## src/hw/clc_pkg.sv

```systemverilog
// constants, layouts and carrier types for the configurable logic cell
// assumes a 32-bit classic wishbone master and byte addressing

package clc_pkg;
   localparam int ADR_W = 6;
   localparam int DAT_W = 32;
   localparam int N_GATE = 4;

   // register byte offsets
   localparam logic [ADR_W-1:0] CTRL_OFS = 6'h00;
   localparam logic [ADR_W-1:0] POL_OFS = 6'h04;
   localparam logic [ADR_W-1:0] SEL_OFS = 6'h08;
   localparam logic [ADR_W-1:0] GLS_OFS = 6'h18;
   localparam logic [ADR_W-1:0] MIRROR_OFS = 6'h28;
   localparam logic [ADR_W-1:0] STAT_OFS = 6'h2c;
   localparam logic [ADR_W-1:0] MASK_OFS = 6'h30;

   // field positions
   localparam int OUT_INV_BIT = 7;
   localparam int STAT_RISE_BIT = 0;
   localparam int STAT_FALL_BIT = 1;
   localparam int EV_W = 2;

   // reset values
   localparam logic [7:0] CTRL_RST = 8'h00;
   localparam logic [EV_W-1:0] STAT_RST = 2'h0;
   localparam logic [EV_W-1:0] MASK_RST = 2'h0;

   typedef enum logic [2:0] {
      MODE_AND_OR = 3'b000,
      MODE_OR_XOR = 3'b001,
      MODE_AND4 = 3'b010,
      MODE_SR = 3'b011,
      MODE_DFF_SR = 3'b100,
      MODE_DFF2_R = 3'b101,
      MODE_JK_R = 3'b110,
      MODE_LATCH_SR = 3'b111
   } clc_mode_t;

   typedef struct packed {
      logic en;
      logic rsv;
      logic out;
      logic rise;
      logic fall;
      clc_mode_t mode;
   } clc_ctrl_t;

   typedef struct packed {
      logic cyc;
      logic stb;
      logic we;
      logic [ADR_W-1:0] adr;
      logic [3:0] sel;
      logic [DAT_W-1:0] dat;
   } clc_wb_req_t;
endpackage : clc_pkg

```

## src/hw/clc_cell.sv

```systemverilog
// configurable logic cell: input selectors, four gates, logic function,
// output polarity, edge-event interrupt, classic wishbone register slave
// assumes data_in is synchronous to clk and the master waits for ack
`timescale 1ns/1ps

module clc_cell #(
   parameter int SEL_W = 3
) (
   input wire logic clk,
   input wire logic rst_n,
   input wire logic ce,
   input wire logic [(1<<SEL_W)-1:0] data_in,
   input wire clc_pkg::clc_wb_req_t wb_req,
   output logic wb_ack,
   output logic [clc_pkg::DAT_W-1:0] wb_rdata,
   output logic cell_out,
   output logic irq
);
   import clc_pkg::*;

   function automatic logic gate_eval(input logic [N_GATE-1:0] d, input logic [7:0] en);
      logic acc;
      acc = 1'b0;
      for (int j = 0; j < N_GATE; j++) begin
         acc = acc | (en[2*j] & ~d[j]) | (en[2*j+1] & d[j]);
      end
      return acc;
   endfunction : gate_eval

   function automatic logic is_slot(input logic [ADR_W-1:0] a, input logic [ADR_W-1:0] base,
                                    input int k);
      return a == base + ADR_W'(4 * k);
   endfunction : is_slot

   clc_ctrl_t ctrl_reg, ctrl_next;
   logic [7:0] pol_reg, pol_next;
   logic [SEL_W-1:0] sel_reg [N_GATE];
   logic [SEL_W-1:0] sel_next [N_GATE];
   logic [7:0] gls_reg [N_GATE];
   logic [7:0] gls_next [N_GATE];
   logic [EV_W-1:0] stat_reg, stat_next, mask_reg, mask_next;
   logic q_reg, q_next, clk_gate_reg, clk_gate_next;
   logic out_reg, out_next, irq_reg, irq_next;
   logic ack_reg, ack_next;
   logic [DAT_W-1:0] rdata_reg, rdata_next;

   logic req, wr;
   logic [N_GATE-1:0] d, g;
   logic f, gate_edge, rise_ev, fall_ev;
   logic [EV_W-1:0] ev, clr;

   assign req = wb_req.cyc & wb_req.stb;
   // writes land on the edge where the master sees ack
   assign wr = req & wb_req.we & ack_reg & wb_req.sel[0];

   // selector and gate stage
   // every gate reads all four selected inputs, so the selectors settle first
   always_comb begin
      for (int k = 0; k < N_GATE; k++) begin
         d[k] = data_in[sel_reg[k]];
      end
      for (int k = 0; k < N_GATE; k++) begin
         g[k] = gate_eval(d, gls_reg[k]) ^ pol_reg[k];
      end
   end

   // logic function and storage element; clocked modes use g[0] as clock
   always_comb begin
      q_next = q_reg;
      f = 1'b0;
      gate_edge = g[0] & ~clk_gate_reg;
      clk_gate_next = g[0];
      case (ctrl_reg.mode)
         MODE_AND_OR: f = (g[0] & g[1]) | (g[2] & g[3]);
         MODE_OR_XOR: f = (g[0] | g[1]) ^ (g[2] | g[3]);
         MODE_AND4: f = &g;
         MODE_SR: begin
            if (g[2] | g[3]) begin
               q_next = 1'b0;
            end else if (g[0] | g[1]) begin
               q_next = 1'b1;
            end
            f = q_next;
         end
         MODE_DFF_SR: begin
            if (g[2]) begin
               q_next = 1'b0;
            end else if (g[3]) begin
               q_next = 1'b1;
            end else if (gate_edge) begin
               q_next = g[1];
            end
            f = q_next;
         end
         MODE_DFF2_R: begin
            if (g[2]) begin
               q_next = 1'b0;
            end else if (gate_edge) begin
               q_next = g[1] & g[3];
            end
            f = q_next;
         end
         MODE_JK_R: begin
            if (g[2]) begin
               q_next = 1'b0;
            end else if (gate_edge) begin
               q_next = (g[1] & ~q_reg) | (~g[3] & q_reg);
            end
            f = q_next;
         end
         MODE_LATCH_SR: begin
            if (g[2]) begin
               q_next = 1'b0;
            end else if (g[3]) begin
               q_next = 1'b1;
            end else if (g[0]) begin
               q_next = g[1];
            end
            f = q_next;
         end
         default: f = 1'b0;
      endcase
      // disabled cell holds its storage cleared and its output low
      if (!ctrl_reg.en) begin
         q_next = 1'b0;
      end
      // path depends only on live inputs, settings and the stored bit of the storage modes, never on a cpu gate
      out_next = ctrl_reg.en & (f ^ pol_reg[OUT_INV_BIT]);
   end

   // edge detectors and sticky status
   always_comb begin
      rise_ev = ctrl_reg.en & ctrl_reg.rise & out_next & ~out_reg;
      fall_ev = ctrl_reg.en & ctrl_reg.fall & ~out_next & out_reg;
      ev = '0;
      ev[STAT_RISE_BIT] = rise_ev;
      ev[STAT_FALL_BIT] = fall_ev;
      clr = (wr && wb_req.adr == STAT_OFS) ? wb_req.dat[EV_W-1:0] : '0;
      // a new edge beats a clear in the same cycle
      stat_next = (stat_reg & ~clr) | ev;
      mask_next = (wr && wb_req.adr == MASK_OFS) ? wb_req.dat[EV_W-1:0] : mask_reg;
      irq_next = |(stat_next & mask_next);
   end

   // register writes
   always_comb begin
      ctrl_next = ctrl_reg;
      pol_next = pol_reg;
      for (int k = 0; k < N_GATE; k++) begin
         sel_next[k] = sel_reg[k];
         gls_next[k] = gls_reg[k];
         if (wr && is_slot(wb_req.adr, SEL_OFS, k)) begin
            sel_next[k] = wb_req.dat[SEL_W-1:0];
         end
         if (wr && is_slot(wb_req.adr, GLS_OFS, k)) begin
            gls_next[k] = wb_req.dat[7:0];
         end
      end
      if (wr && wb_req.adr == CTRL_OFS) begin
         ctrl_next = clc_ctrl_t'(wb_req.dat[7:0]);
         ctrl_next.out = 1'b0;
         ctrl_next.rsv = 1'b0;
      end
      if (wr && wb_req.adr == POL_OFS) begin
         pol_next = wb_req.dat[7:0] & 8'h8f;
      end
   end

   // bus answer: ack one cycle after a new request, read data sampled then
   always_comb begin
      clc_ctrl_t rd_ctrl;
      rd_ctrl = ctrl_reg;
      rd_ctrl.out = out_reg;
      ack_next = req & ~ack_reg;
      rdata_next = '0;
      if (ack_next && !wb_req.we) begin
         case (wb_req.adr)
            CTRL_OFS: rdata_next[7:0] = rd_ctrl;
            POL_OFS: rdata_next[7:0] = pol_reg;
            MIRROR_OFS: rdata_next[0] = out_reg;
            STAT_OFS: rdata_next[EV_W-1:0] = stat_reg;
            MASK_OFS: rdata_next[EV_W-1:0] = mask_reg;
            default: begin
               for (int k = 0; k < N_GATE; k++) begin
                  if (is_slot(wb_req.adr, SEL_OFS, k)) begin
                     rdata_next[SEL_W-1:0] = sel_reg[k];
                  end
                  if (is_slot(wb_req.adr, GLS_OFS, k)) begin
                     rdata_next[7:0] = gls_reg[k];
                  end
               end
            end
         endcase
      end
   end

   // control, status and datapath state
   always_ff @(posedge clk or negedge rst_n) begin
      if (!rst_n) begin
         ctrl_reg <= clc_ctrl_t'(CTRL_RST);
         stat_reg <= STAT_RST;
         mask_reg <= MASK_RST;
         q_reg <= 1'b0;
         clk_gate_reg <= 1'b0;
         out_reg <= 1'b0;
         irq_reg <= 1'b0;
         ack_reg <= 1'b0;
         rdata_reg <= '0;
      end else if (ce) begin
         ctrl_reg <= ctrl_next;
         stat_reg <= stat_next;
         mask_reg <= mask_next;
         q_reg <= q_next;
         clk_gate_reg <= clk_gate_next;
         out_reg <= out_next;
         irq_reg <= irq_next;
         ack_reg <= ack_next;
         rdata_reg <= rdata_next;
      end
   end

   // selection, gating and polarity survive any reset, so they have none
   always_ff @(posedge clk) begin
      if (ce) begin
         pol_reg <= pol_next;
         sel_reg <= sel_next;
         gls_reg <= gls_next;
      end
   end

   assign wb_ack = ack_reg;
   assign wb_rdata = rdata_reg;
   assign cell_out = out_reg;
   assign irq = irq_reg;
endmodule : clc_cell

```

## config.mk

```make
export PLATFORM = sky130hd
export DESIGN_NAME = clc_cell
export DESIGN_NICKNAME = d
export VERILOG_FILES = /design/src/hw/clc_pkg.sv /design/src/hw/clc_cell.sv
export SDC_FILE = /design/constraint.sdc
export NUM_CORES = 1
export LEC_CHECK = 0
export BUFFER_PORTS_ARGS = -buffer_cell sky130_fd_sc_hd__buf_4
export CAP_MARGIN = 0
export CORE_MARGIN = 4
export CORE_UTILIZATION = 40
export DETAILED_ROUTE_END_ITERATION = 6
export GPL_TIMING_DRIVEN = 0
export PLACE_DENSITY = 0.68
export SLEW_MARGIN = 10
export SYNTH_ARGS = -nofsm -noshare
export SYNTH_HDL_FRONTEND = slang
export SYNTH_SLANG_ARGS = --single-unit
export TNS_END_PERCENT = 50
```

## constraint.sdc

```tcl
create_clock -name clk -period 3.6 [get_ports clk]
set_input_delay 0.72 -clock clk [delete_from_list [all_inputs] [get_ports clk]]
set_output_delay 0.72 -clock clk [all_outputs]
set_load 0.02 [all_outputs]
```

==> results of run 1 <==
==> through the flow <==
| stage | instances | area, sq um | total power, W | hold WS [ns] |
|---|---|---|---|---|
| after floorplan | 357 | 4030 | 0.00101 | 0.424 |
| after global placement | 524 | 4480 | 0.00108 | 0.479 |
| after detailed placement | 524 | 4480 | 0.00108 | 0.475 |
| after CTS | 544 | 4690 | 0.00163 | 0.260 |
| after global routing | 551 | 4840 | 0.00170 | 0.280 |
| final | 551 | 4840 | 0.00163 | 0.268 |
==> logic make-up (layout without fill, tap and decap cells) <==
family          count (synthesis)  count (layout)
compound gates                 67              67
xor+xnor                        5               6
buf+inv                        41             105
flops                          72              72
mux                            50              50
other cells                     1              24
simple gates                   98              98
==> metal layers <==
metal,wire (um),vias up
met3,972,22
met5,0,-
met1,4300,1465
met4,206,0
met2,4700,169
li1,-,1393
==> cell type report <==
cell class              instances  area (sq um)
plain buffers                  36           255
clock buffers                  15           166
clock inverters                 1          5.00
fillers                       830          4580
inverters                       5          18.8
multi-input cells             245          1820
flip-flops and latches         72          2050
well taps                     129           161
repair buffers                 48           360
==> cell usage after synthesis, types with 3 or more instances <==
cell | n | area, sq um
sky130_fd_sc_hd__nor2b_1 | 5 | 31.3
sky130_fd_sc_hd__nand4_1 | 4 | 25.0
sky130_fd_sc_hd__nor3b_1 | 3 | 22.5
sky130_fd_sc_hd__edfxtp_1 | 49 | 1470
sky130_fd_sc_hd__a21oi_1 | 9 | 45.0
sky130_fd_sc_hd__nand2_1 | 23 | 86.3
sky130_fd_sc_hd__and3_1 | 4 | 25.0
sky130_fd_sc_hd__a221oi_1 | 6 | 52.6
sky130_fd_sc_hd__o21ai_0 | 11 | 55.1
sky130_fd_sc_hd__a31oi_1 | 3 | 18.8
sky130_fd_sc_hd__buf_4 | 25 | 188
sky130_fd_sc_hd__inv_1 | 5 | 18.8
sky130_fd_sc_hd__o2bb2ai_1 | 6 | 52.6
sky130_fd_sc_hd__mux4_2 | 5 | 113
sky130_fd_sc_hd__mux2_2 | 5 | 56.3
sky130_fd_sc_hd__nor2_1 | 19 | 71.3
sky130_fd_sc_hd__nand3_1 | 8 | 40.0
sky130_fd_sc_hd__a21o_1 | 3 | 22.5
sky130_fd_sc_hd__dfrtp_1 | 23 | 576
sky130_fd_sc_hd__buf_6 | 3 | 33.8
sky130_fd_sc_hd__a22oi_1 | 11 | 82.6
sky130_fd_sc_hd__nor3_1 | 15 | 75.1
sky130_fd_sc_hd__nand2b_1 | 4 | 25.0
sky130_fd_sc_hd__mux2i_1 | 40 | 400
sky130_fd_sc_hd__clkbuf_1 | 6 | 22.5
==> layout by cell type, fill, tap and decap left out, types with 3 or more instances in the layout <==
cell type                   count
sky130_fd_sc_hd__buf_4         72
sky130_fd_sc_hd__edfxtp_1      49
sky130_fd_sc_hd__mux2i_1       36
sky130_fd_sc_hd__conb_1        24
sky130_fd_sc_hd__nand2_1       23
sky130_fd_sc_hd__dfrtp_1       23
sky130_fd_sc_hd__nor2_1        19
sky130_fd_sc_hd__nor3_1        14
sky130_fd_sc_hd__o21ai_0       11
sky130_fd_sc_hd__a22oi_1       11
sky130_fd_sc_hd__clkbuf_8      11
sky130_fd_sc_hd__clkbuf_1      10
sky130_fd_sc_hd__a21oi_1        9
sky130_fd_sc_hd__nand3_1        8
sky130_fd_sc_hd__a221oi_1       6
sky130_fd_sc_hd__o2bb2ai_1      6
sky130_fd_sc_hd__nor2b_1        5
sky130_fd_sc_hd__inv_1          5
sky130_fd_sc_hd__mux4_2         5
sky130_fd_sc_hd__mux2_2         5
sky130_fd_sc_hd__nand2b_1       4
sky130_fd_sc_hd__nand4_1        4
sky130_fd_sc_hd__buf_6          4
sky130_fd_sc_hd__mux2i_2        4
sky130_fd_sc_hd__and3_1         4
sky130_fd_sc_hd__a21o_1         3
sky130_fd_sc_hd__nor3b_1        3
==> timing repair <==
item / 4_1_cts / 5_1_grt
gates resized for setup: 4 / 11
setup endpoints to repair: 1 / 4
gates cloned: 0 / 1
pin swaps: 5 / 10
hold buffers: 0 / 0
buffers inserted: 4 / 6
==> power by group through the flow <==
stage          clock (W)  sequential (W)  combinational, W
2_1_floorplan          0        0.000913         0.0000977
5_1_grt         0.000611        0.000894          0.000189
6_report        0.000558        0.000894          0.000175
4_1_cts         0.000572        0.000894          0.000169
3_5_place_dp           0        0.000911          0.000167
3_3_place_gp           0        0.000911          0.000164
==> worst register-to-register path: cells and delay by family (launching register included) <==
family | cells | cell delay [ns]
buffers and inverters | 1 | 0.15
AOI/OAI and AO/OA | 2 | 0.45
DFF | 1 | 0.39
muxes | 3 | 0.95
and+or+nand+nor | 5 | 1.36
xor gates and xnor gates | 1 | 0.25
==> path summary, 6_finish.rpt <==
path	depth (start not counted)	start	to	slack, ns
max	12	sel_reg[3]	irq	-0.07
min	1	rst_n	wb_rdata[4]	0.27
max reg2reg	12	sel_reg[3]	irq	-0.07
min reg2reg	1	wb_rdata[2]	wb_rdata[2]	0.49
max in group asynchronous	1	rst_n	wb_rdata[6]	3.09
min in group clk	1	wb_rdata[2]	wb_rdata[2]	0.49
==> flow_summary.html, run 1 <==
<table>
<tr><th>Metric</th><th>Value</th></tr>
<tr><th colspan="2">Run status</th></tr>
<tr><td>Status</td><td>finished, violations left</td></tr>
<tr><td>Failing checks</td><td>setup timing</td></tr>
<tr><th colspan="2">Clock network</th></tr>
<tr><td>Clock Path Buffers</td><td>2</td></tr>
<tr><td>Clk Tree Root Cell</td><td>sky130_fd_sc_hd__clkbuf_8</td></tr>
<tr><td>Clock network latency to the later pin of the worst-skew pair</td><td>0.34 ns</td></tr>
<tr><td>Clock-pin slew of the registers on the worst-case setup and hold paths</td><td>0.07 ns</td></tr>
<tr><td>TritonCTS clock tree</td><td>built</td></tr>
<tr><td>Number of levels in the clock H-tree</td><td>3</td></tr>
<tr><td>Inserted Clock Buffers</td><td>9</td></tr>
<tr><td>Clk sinks</td><td>72</td></tr>
<tr><th colspan="2">Global routing</th></tr>
<tr><td>Most used routing layer</td><td>met2</td></tr>
<tr><td>Wire length of the first global-routing pass</td><td>between 15000 and 20000 um</td></tr>
<tr><td>Overall track demand over capacity in global routing</td><td>0.174</td></tr>
<tr><td>Maximum number of pins on one net before global-route repair</td><td>24</td></tr>
<tr><td>Congestion Overflow GR</td><td>0</td></tr>
<tr><td>Met1 layer usage reported by global route</td><td>0.233</td></tr>
<tr><td>Number of antenna violations at the first check in global routing</td><td>0</td></tr>
<tr><td>Met2 Use GR</td><td>0.280</td></tr>
<tr><td>Via count of the first global-routing pass</td><td>2941</td></tr>
<tr><td>M3 GR Usage</td><td>0.0450</td></tr>
<tr><th colspan="2">Yosys</th></tr>
<tr><td>Proportion of synthesized chip area in sequential cells</td><td>0.519</td></tr>
<tr><td>Cell area after technology mapping</td><td>3950 sq um</td></tr>
<tr><td>#FFs+latches synth</td><td>72</td></tr>
<tr><td>Post-synth top flop</td><td>sky130_fd_sc_hd__edfxtp_1</td></tr>
<tr><td>Adder-Cell Fraction of Synth Area</td><td>0</td></tr>
<tr><td>Share of flip-flops with an asynchronous set or reset after synthesis</td><td>0.319</td></tr>
<tr><td>Dominant combinational cell family by area after synthesis</td><td>multiplexers</td></tr>
<tr><td>Count of yosys warnings during synthesis</td><td>0</td></tr>
<tr><td>Cells after synthesis</td><td>334</td></tr>
<tr><td>Post-synthesis share of cell area spent on xor and xnor gates</td><td>0.0178</td></tr>
<tr><td>Synth Area in Compound Gates</td><td>0.123</td></tr>
<tr><td>Portion of netlist area occupied by mux cells</td><td>0.144</td></tr>
<tr><td>Count of unique library cells instantiated by Yosys</td><td>between 50 and 60</td></tr>
<tr><td>Post-Synth Simple-Gate Area</td><td>0.127</td></tr>
<tr><td>Post-synth EDFFs</td><td>49</td></tr>
<tr><td>Post-Syn Area per Cell</td><td>11.8 sq um</td></tr>
<tr><th colspan="2">Setup path</th></tr>
<tr><td>Highest-delay cell along the critical path</td><td>sky130_fd_sc_hd__mux4_2</td></tr>
<tr><td>Ordered cell list for the critical path</td><td>buf_6, mux2i_1, mux4_2, mux2i_2, nand4_1, xnor2_2, or2_1, or3_1, a41o_1, a21boi_2, nor3b_1, or4_1</td></tr>
<tr><td>Data required time of the worst path</td><td>3.81 ns</td></tr>
<tr><td>Delay contributed by the slowest stage of the critical path</td><td>0.59 ns</td></tr>
<tr><td>Kind of start point of the critical path</td><td>flop</td></tr>
<tr><td>Buf+Inv Stages, Crit Path</td><td>1</td></tr>
<tr><td>Crit path capture type</td><td>flop</td></tr>
<tr><td>Cell family with the largest share of critical-path delay</td><td>simple AND/OR/NAND/NOR gates</td></tr>
<tr><td>Category of the critical setup timing path</td><td>flop to flop</td></tr>
<tr><td>Highest fanout seen on the critical path</td><td>5</td></tr>
<tr><td>Worst endpoint data arrival time</td><td>3.88 ns</td></tr>
<tr><th colspan="2">Layout</th></tr>
<tr><td>Net count, final</td><td>473</td></tr>
<tr><td>Final core utilization</td><td>0.514</td></tr>
<tr><td>Fraction of layout cells with a size suffix above 1</td><td>0.277</td></tr>
<tr><td>Antenna diodes</td><td>0</td></tr>
<tr><td>Number of flip-flops in the largest register</td><td>32</td></tr>
<tr><td>Relative area change from synthesis to final layout</td><td>22.6%</td></tr>
<tr><th colspan="2">STA</th></tr>
<tr><td>Final hold violation count</td><td>0</td></tr>
<tr><td>Worst Max-Slew Pin Slew</td><td>1.23 ns</td></tr>
<tr><td>Setup repair after global routing missed its margin</td><td>yes</td></tr>
<tr><td>Max Slew Vio Count</td><td>0</td></tr>
<tr><td>Fin crit share</td><td>1.02</td></tr>
<tr><td>Worst-case setup margin in the final layout</td><td>-0.0695 ns</td></tr>
<tr><td>FMAX</td><td>273 MHz</td></tr>
<tr><td>Final TNS setup</td><td>-0.0695 ns</td></tr>
<tr><td>Min Clock Period, post-route</td><td>3.67 ns</td></tr>
<tr><td>Rel. slew slack</td><td>0.172</td></tr>
<tr><td>Total setup violations reported at the end of the flow</td><td>1</td></tr>
<tr><td>Setup skew after layout</td><td>roughly 0.0074 ns</td></tr>
<tr><th colspan="2">Die</th></tr>
<tr><td>Die outline area</td><td>roughly 12000 sq um</td></tr>
<tr><td>Core ar.</td><td>9420 sq um</td></tr>
<tr><td>Starting density of the core</td><td>0.419</td></tr>
<tr><td>Standard-cell row count</td><td>35</td></tr>
<tr><td>Die width</td><td>roughly 110 um</td></tr>
<tr><td>Die Span Y</td><td>107 um</td></tr>
<tr><td>Number of top-level design ports</td><td>91</td></tr>
<tr><th colspan="2">Job</th></tr>
<tr><td>Count of max-cap constraint violations</td><td>0</td></tr>
<tr><th colspan="2">Power</th></tr>
<tr><td>Internal Pwr Total</td><td>0.00125 W</td></tr>
<tr><td>Clk pwr share</td><td>0.343</td></tr>
<tr><td>Worst IR Drop VDD</td><td>0.000262 V</td></tr>
<tr><td>Sw power</td><td>between 0.0003 and 0.0004 W</td></tr>
<tr><td>Portion of total power attributed to sequential cells</td><td>0.549</td></tr>
<tr><td>Total power per unit cell area</td><td>between 300 and 400 nW/um^2</td></tr>
<tr><td>Standby leakage power</td><td>1.97 nW</td></tr>
<tr><td>Logic pwr share</td><td>0.108</td></tr>
<tr><td>Switching power share of the total</td><td>0.232</td></tr>
<tr><th colspan="2">Routing</th></tr>
<tr><td>Wire per inst</td><td>about 18 um</td></tr>
<tr><td>Wire length after detailed routing</td><td>10200 um</td></tr>
<tr><td>Antenna viol nets, final</td><td>0</td></tr>
<tr><td>Via count of the routed design</td><td>3049</td></tr>
<tr><td>DRT Pass-1 Iters</td><td>5</td></tr>
<tr><td>Ratio of routed vias to standard cells</td><td>5.53</td></tr>
<tr><td>Number of design rule violations left after detail routing</td><td>0</td></tr>
<tr><td>Starting DRT DRC Count</td><td>305</td></tr>
<tr><th colspan="2">Place</th></tr>
<tr><td>Routability congestion estimate</td><td>0.902</td></tr>
<tr><td>Final HPWL from detailed placement</td><td>roughly 7500 um</td></tr>
<tr><td>Quantity of I/O buffers inserted on ports</td><td>38</td></tr>
<tr><td>Worst-case setup slack after placement</td><td>-0.352 ns</td></tr>
<tr><th colspan="2">Worst hold path</th></tr>
<tr><td>Worst hold path type</td><td>input port to asynchronous set/reset pin</td></tr>
</table>
Power figures use the tool's default switching activity.
==> run 2, diff against run 1 <==
Clock period 3.6 ns to 4.5 ns, I/O delays scaled along.
==> flow_summary.html, run 2 (synthesis gave the netlist of run 1 again) <==
<table>
<tr><th>Metric</th><th>Value</th></tr>
<tr><th colspan="2">Setup path</th></tr>
<tr><td>Worst endpoint data arrival time</td><td>3.98 ns (+0.10 ns)</td></tr>
<tr><td>Highest fanout seen on the critical path</td><td>5 (unchanged)</td></tr>
<tr><td>Data required time of the worst path</td><td>4.71 ns (+0.90 ns)</td></tr>
<tr><td>Category of the critical setup timing path</td><td>input port to flop</td></tr>
<tr><td>Kind of start point of the critical path</td><td>input port</td></tr>
<tr><td>Crit path capture type</td><td>flop</td></tr>
<tr><th colspan="2">Power</th></tr>
<tr><td>Switching power share of the total</td><td>0.233 (+0.00105)</td></tr>
<tr><td>Portion of total power attributed to sequential cells</td><td>0.550 (about the same)</td></tr>
<tr><td>Total power per unit cell area</td><td>279 nW/um^2 (-17%)</td></tr>
<tr><td>Logic pwr share</td><td>0.104 (-0.004)</td></tr>
<tr><td>Sw power</td><td>0.000303 W (-20%)</td></tr>
<tr><td>Post-route total power</td><td>0.00130 W (-20%)</td></tr>
<tr><td>Clk pwr share</td><td>0.346 (+0.003)</td></tr>
<tr><td>Worst IR Drop VDD</td><td>0.000211 V (-20%)</td></tr>
<tr><td>Internal Pwr Total</td><td>0.000997 W (-20%)</td></tr>
<tr><td>Standby leakage power</td><td>1.91 nW (-2.9%)</td></tr>
<tr><th colspan="2">Routing</th></tr>
<tr><td>Wire per inst</td><td>18.1 um (-2.0%)</td></tr>
<tr><td>Top routing layer in use</td><td>met4</td></tr>
<tr><td>Via count of the routed design</td><td>2962 (-2.9%)</td></tr>
<tr><td>DRT Pass-1 Iters</td><td>4 (-1)</td></tr>
<tr><td>Routed length on met3</td><td>811 um (-17%)</td></tr>
<tr><td>Met1 routed wirelength after detailed routing</td><td>4310 um (+0.16%)</td></tr>
<tr><td>Starting DRT DRC Count</td><td>227 (-26%)</td></tr>
<tr><td>Number of design rule violations left after detail routing</td><td>0 (unchanged)</td></tr>
<tr><td>Wire length on met2</td><td>4520 um (-3.9%)</td></tr>
<tr><td>Antenna viol nets, final</td><td>0 (unchanged)</td></tr>
<tr><td>Wire length after detailed routing</td><td>9780 um (-3.9%)</td></tr>
<tr><td>Ratio of routed vias to standard cells</td><td>5.49 (-0.87%)</td></tr>
<tr><th colspan="2">Place</th></tr>
<tr><td>Final HPWL from detailed placement</td><td>7500 um (unchanged)</td></tr>
<tr><td>Quantity of I/O buffers inserted on ports</td><td>38 (unchanged)</td></tr>
<tr><td>Routability congestion estimate</td><td>0.902 (unchanged)</td></tr>
<tr><th colspan="2">Clock network</th></tr>
<tr><td>Clock network latency to the later pin of the worst-skew pair</td><td>0.34 ns (about the same)</td></tr>
<tr><td>TritonCTS clock tree</td><td>built</td></tr>
<tr><td>Resize count post-CTS</td><td>0 (-4)</td></tr>
<tr><td>Clk Tree Root Cell</td><td>sky130_fd_sc_hd__clkbuf_8</td></tr>
<tr><td>Inserted Clock Buffers</td><td>9 (unchanged)</td></tr>
<tr><td>Post-CTS Hold Buffers</td><td>0 (unchanged)</td></tr>
<tr><td>Clk sinks</td><td>72 (unchanged)</td></tr>
<tr><td>Clock-pin slew of the registers on the worst-case setup and hold paths</td><td>0.07 ns (about the same)</td></tr>
<tr><td>Setup fix buffers added after clock tree synthesis</td><td>0 (-4)</td></tr>
<tr><td>Clock Path Buffers</td><td>2 (unchanged)</td></tr>
<tr><td>Number of levels in the clock H-tree</td><td>3 (unchanged)</td></tr>
<tr><th colspan="2">Die</th></tr>
<tr><td>Number of top-level design ports</td><td>91 (unchanged)</td></tr>
<tr><td>Die outline area</td><td>11500 sq um (unchanged)</td></tr>
<tr><td>Starting density of the core</td><td>0.419 (unchanged)</td></tr>
<tr><td>Core ar.</td><td>9420 sq um (unchanged)</td></tr>
<tr><td>Standard-cell row count</td><td>35 (unchanged)</td></tr>
<tr><td>Die Span Y</td><td>107 um (unchanged)</td></tr>
<tr><td>Die width</td><td>107 um (unchanged)</td></tr>
<tr><th colspan="2">STA</th></tr>
<tr><td>Total setup violations reported at the end of the flow</td><td>0 (-1)</td></tr>
<tr><td>Worst Max-Slew Pin Slew</td><td>1.20 ns (-0.0273 ns)</td></tr>
<tr><td>Min Clock Period, post-route</td><td>3.77 ns</td></tr>
<tr><td>Setup repair after global routing missed its margin</td><td>no</td></tr>
<tr><td>Final hold violation count</td><td>0 (unchanged)</td></tr>
<tr><td>Rel. slew slack</td><td>0.191 (+0.0184)</td></tr>
<tr><td>Fin crit share</td><td>0.838</td></tr>
<tr><td>FMAX</td><td>approximately 270 MHz</td></tr>
<tr><td>Setup skew after layout</td><td>0.00767 ns (+0.000255 ns)</td></tr>
<tr><td>Final TNS setup</td><td>0 ns (+0.0695 ns)</td></tr>
<tr><td>Max Slew Vio Count</td><td>0 (unchanged)</td></tr>
<tr><th colspan="2">Run status</th></tr>
<tr><td>Status</td><td>finished clean</td></tr>
<tr><th colspan="2">Global routing</th></tr>
<tr><td>Number of antenna violations at the first check in global routing</td><td>0 (unchanged)</td></tr>
<tr><td>Wire length of the first global-routing pass</td><td>15300 um (-0.71%)</td></tr>
<tr><td>Overall track demand over capacity in global routing</td><td>0.173 (-0.00118)</td></tr>
<tr><td>Maximum number of pins on one net before global-route repair</td><td>24 (unchanged)</td></tr>
<tr><td>Via count of the first global-routing pass</td><td>2913 (-0.95%)</td></tr>
<tr><td>Congestion Overflow GR</td><td>0 (unchanged)</td></tr>
<tr><th colspan="2">Layout</th></tr>
<tr><td>Final core utilization</td><td>0.494 (-0.0193)</td></tr>
<tr><td>Antenna diodes</td><td>0 (unchanged)</td></tr>
<tr><td>Number of flip-flops in the largest register</td><td>32 (unchanged)</td></tr>
<tr><td>Net count, final</td><td>462 (-2.3%)</td></tr>
<tr><td>Top library cells by usage in the layout, fill and taps aside</td><td>sky130_fd_sc_hd__buf_4 (63), sky130_fd_sc_hd__edfxtp_1 (49), sky130_fd_sc_hd__mux2i_1 (40)</td></tr>
<tr><td>Fraction of layout cells with a size suffix above 1</td><td>0.236 (-0.0412)</td></tr>
<tr><td>Relative area change from synthesis to final layout</td><td>18.0%</td></tr>
<tr><td>Commonest non-fill, non-tap cell in the layout</td><td>sky130_fd_sc_hd__buf_4</td></tr>
<tr><td>Number of fillers in the final layout</td><td>870 (+4.8%)</td></tr>
<tr><th colspan="2">Worst hold path</th></tr>
<tr><td>Worst hold path type</td><td>input port to asynchronous set/reset pin</td></tr>
<tr><th colspan="2">Job</th></tr>
<tr><td>Count of max-cap constraint violations</td><td>0 (unchanged)</td></tr>
</table>
==> run 2: metrics by stage <==
step | cells | hold WS (ns) | worst slack [ns] | area, sq um
3_3_place_gp | 524 | 0.479 | 0.432 | 4480
6_report | 540 | 0.446 | 0.728 | 4660
4_1_cts | 540 | 0.440 | 0.739 | 4650
2_1_floorplan | 357 | 0.466 | 0.838 | 4030
5_1_grt | 540 | 0.460 | 0.517 | 4660
3_5_place_dp | 524 | 0.475 | 0.368 | 4480
==> run 2: worst max-delay path, cell delays in order <==
cell	delay, ns
sky130_fd_sc_hd__buf_4	0.10
sky130_fd_sc_hd__mux2i_1	0.06
sky130_fd_sc_hd__mux4_2	0.58
sky130_fd_sc_hd__mux2i_1	0.28
sky130_fd_sc_hd__nand4_1	0.23
sky130_fd_sc_hd__xnor2_2	0.23
sky130_fd_sc_hd__or2_1	0.26
sky130_fd_sc_hd__or3_1	0.35
sky130_fd_sc_hd__a41o_1	0.30
sky130_fd_sc_hd__a21boi_2	0.14
sky130_fd_sc_hd__nor3b_1	0.06
sky130_fd_sc_hd__or4_1	0.48
==> run 2: metal layers <==
metal,global-route usage,up-vias
li1,-,1374
met1,0.232,1450
met2,0.277,124
met3,0.0444,14
met4,0.0530,0
met5,0,-
==> run 2: final timing paths <==
| kind | startpoint | endpoint | slack [ns] | depth (start not counted) |
|---|---|---|---|---|
| max | data_in[6] | irq | 0.73 | 12 |
| min | rst_n | wb_rdata[4] | 0.45 | 1 |
| max reg2reg | sel_reg[3] | irq | 0.79 | 12 |
| min reg2reg | wb_rdata[2] | wb_rdata[2] | 0.49 | 1 |
| max in group asynchronous | rst_n | wb_rdata[6] | 3.81 | 1 |
| min in group clk | wb_rdata[2] | wb_rdata[2] | 0.49 | 1 |
==> run 2: area by class of cell <==
cell class,instances,area (sq um),area share
clock inverter,1,5.00,0.00107
clock buffer,15,166,0.0357
inverter,5,18.8,0.00403
sequential,72,2050,0.440
multi-input combinational,244,1720,0.370
timing repair buffer,38,285,0.0613
tap,129,161,0.0347
buffer,36,251,0.0540
==> run 2: power groups by stage <==
stage	registers, W	clock network (W)	logic, W
after CTS	0.000715	0.000457	0.000134
after floorplan	0.000731	0	0.0000782
after global routing	0.000715	0.000489	0.000146
after global placement	0.000729	0	0.000131
after detailed placement	0.000729	0	0.000133
final	0.000715	0.000450	0.000135
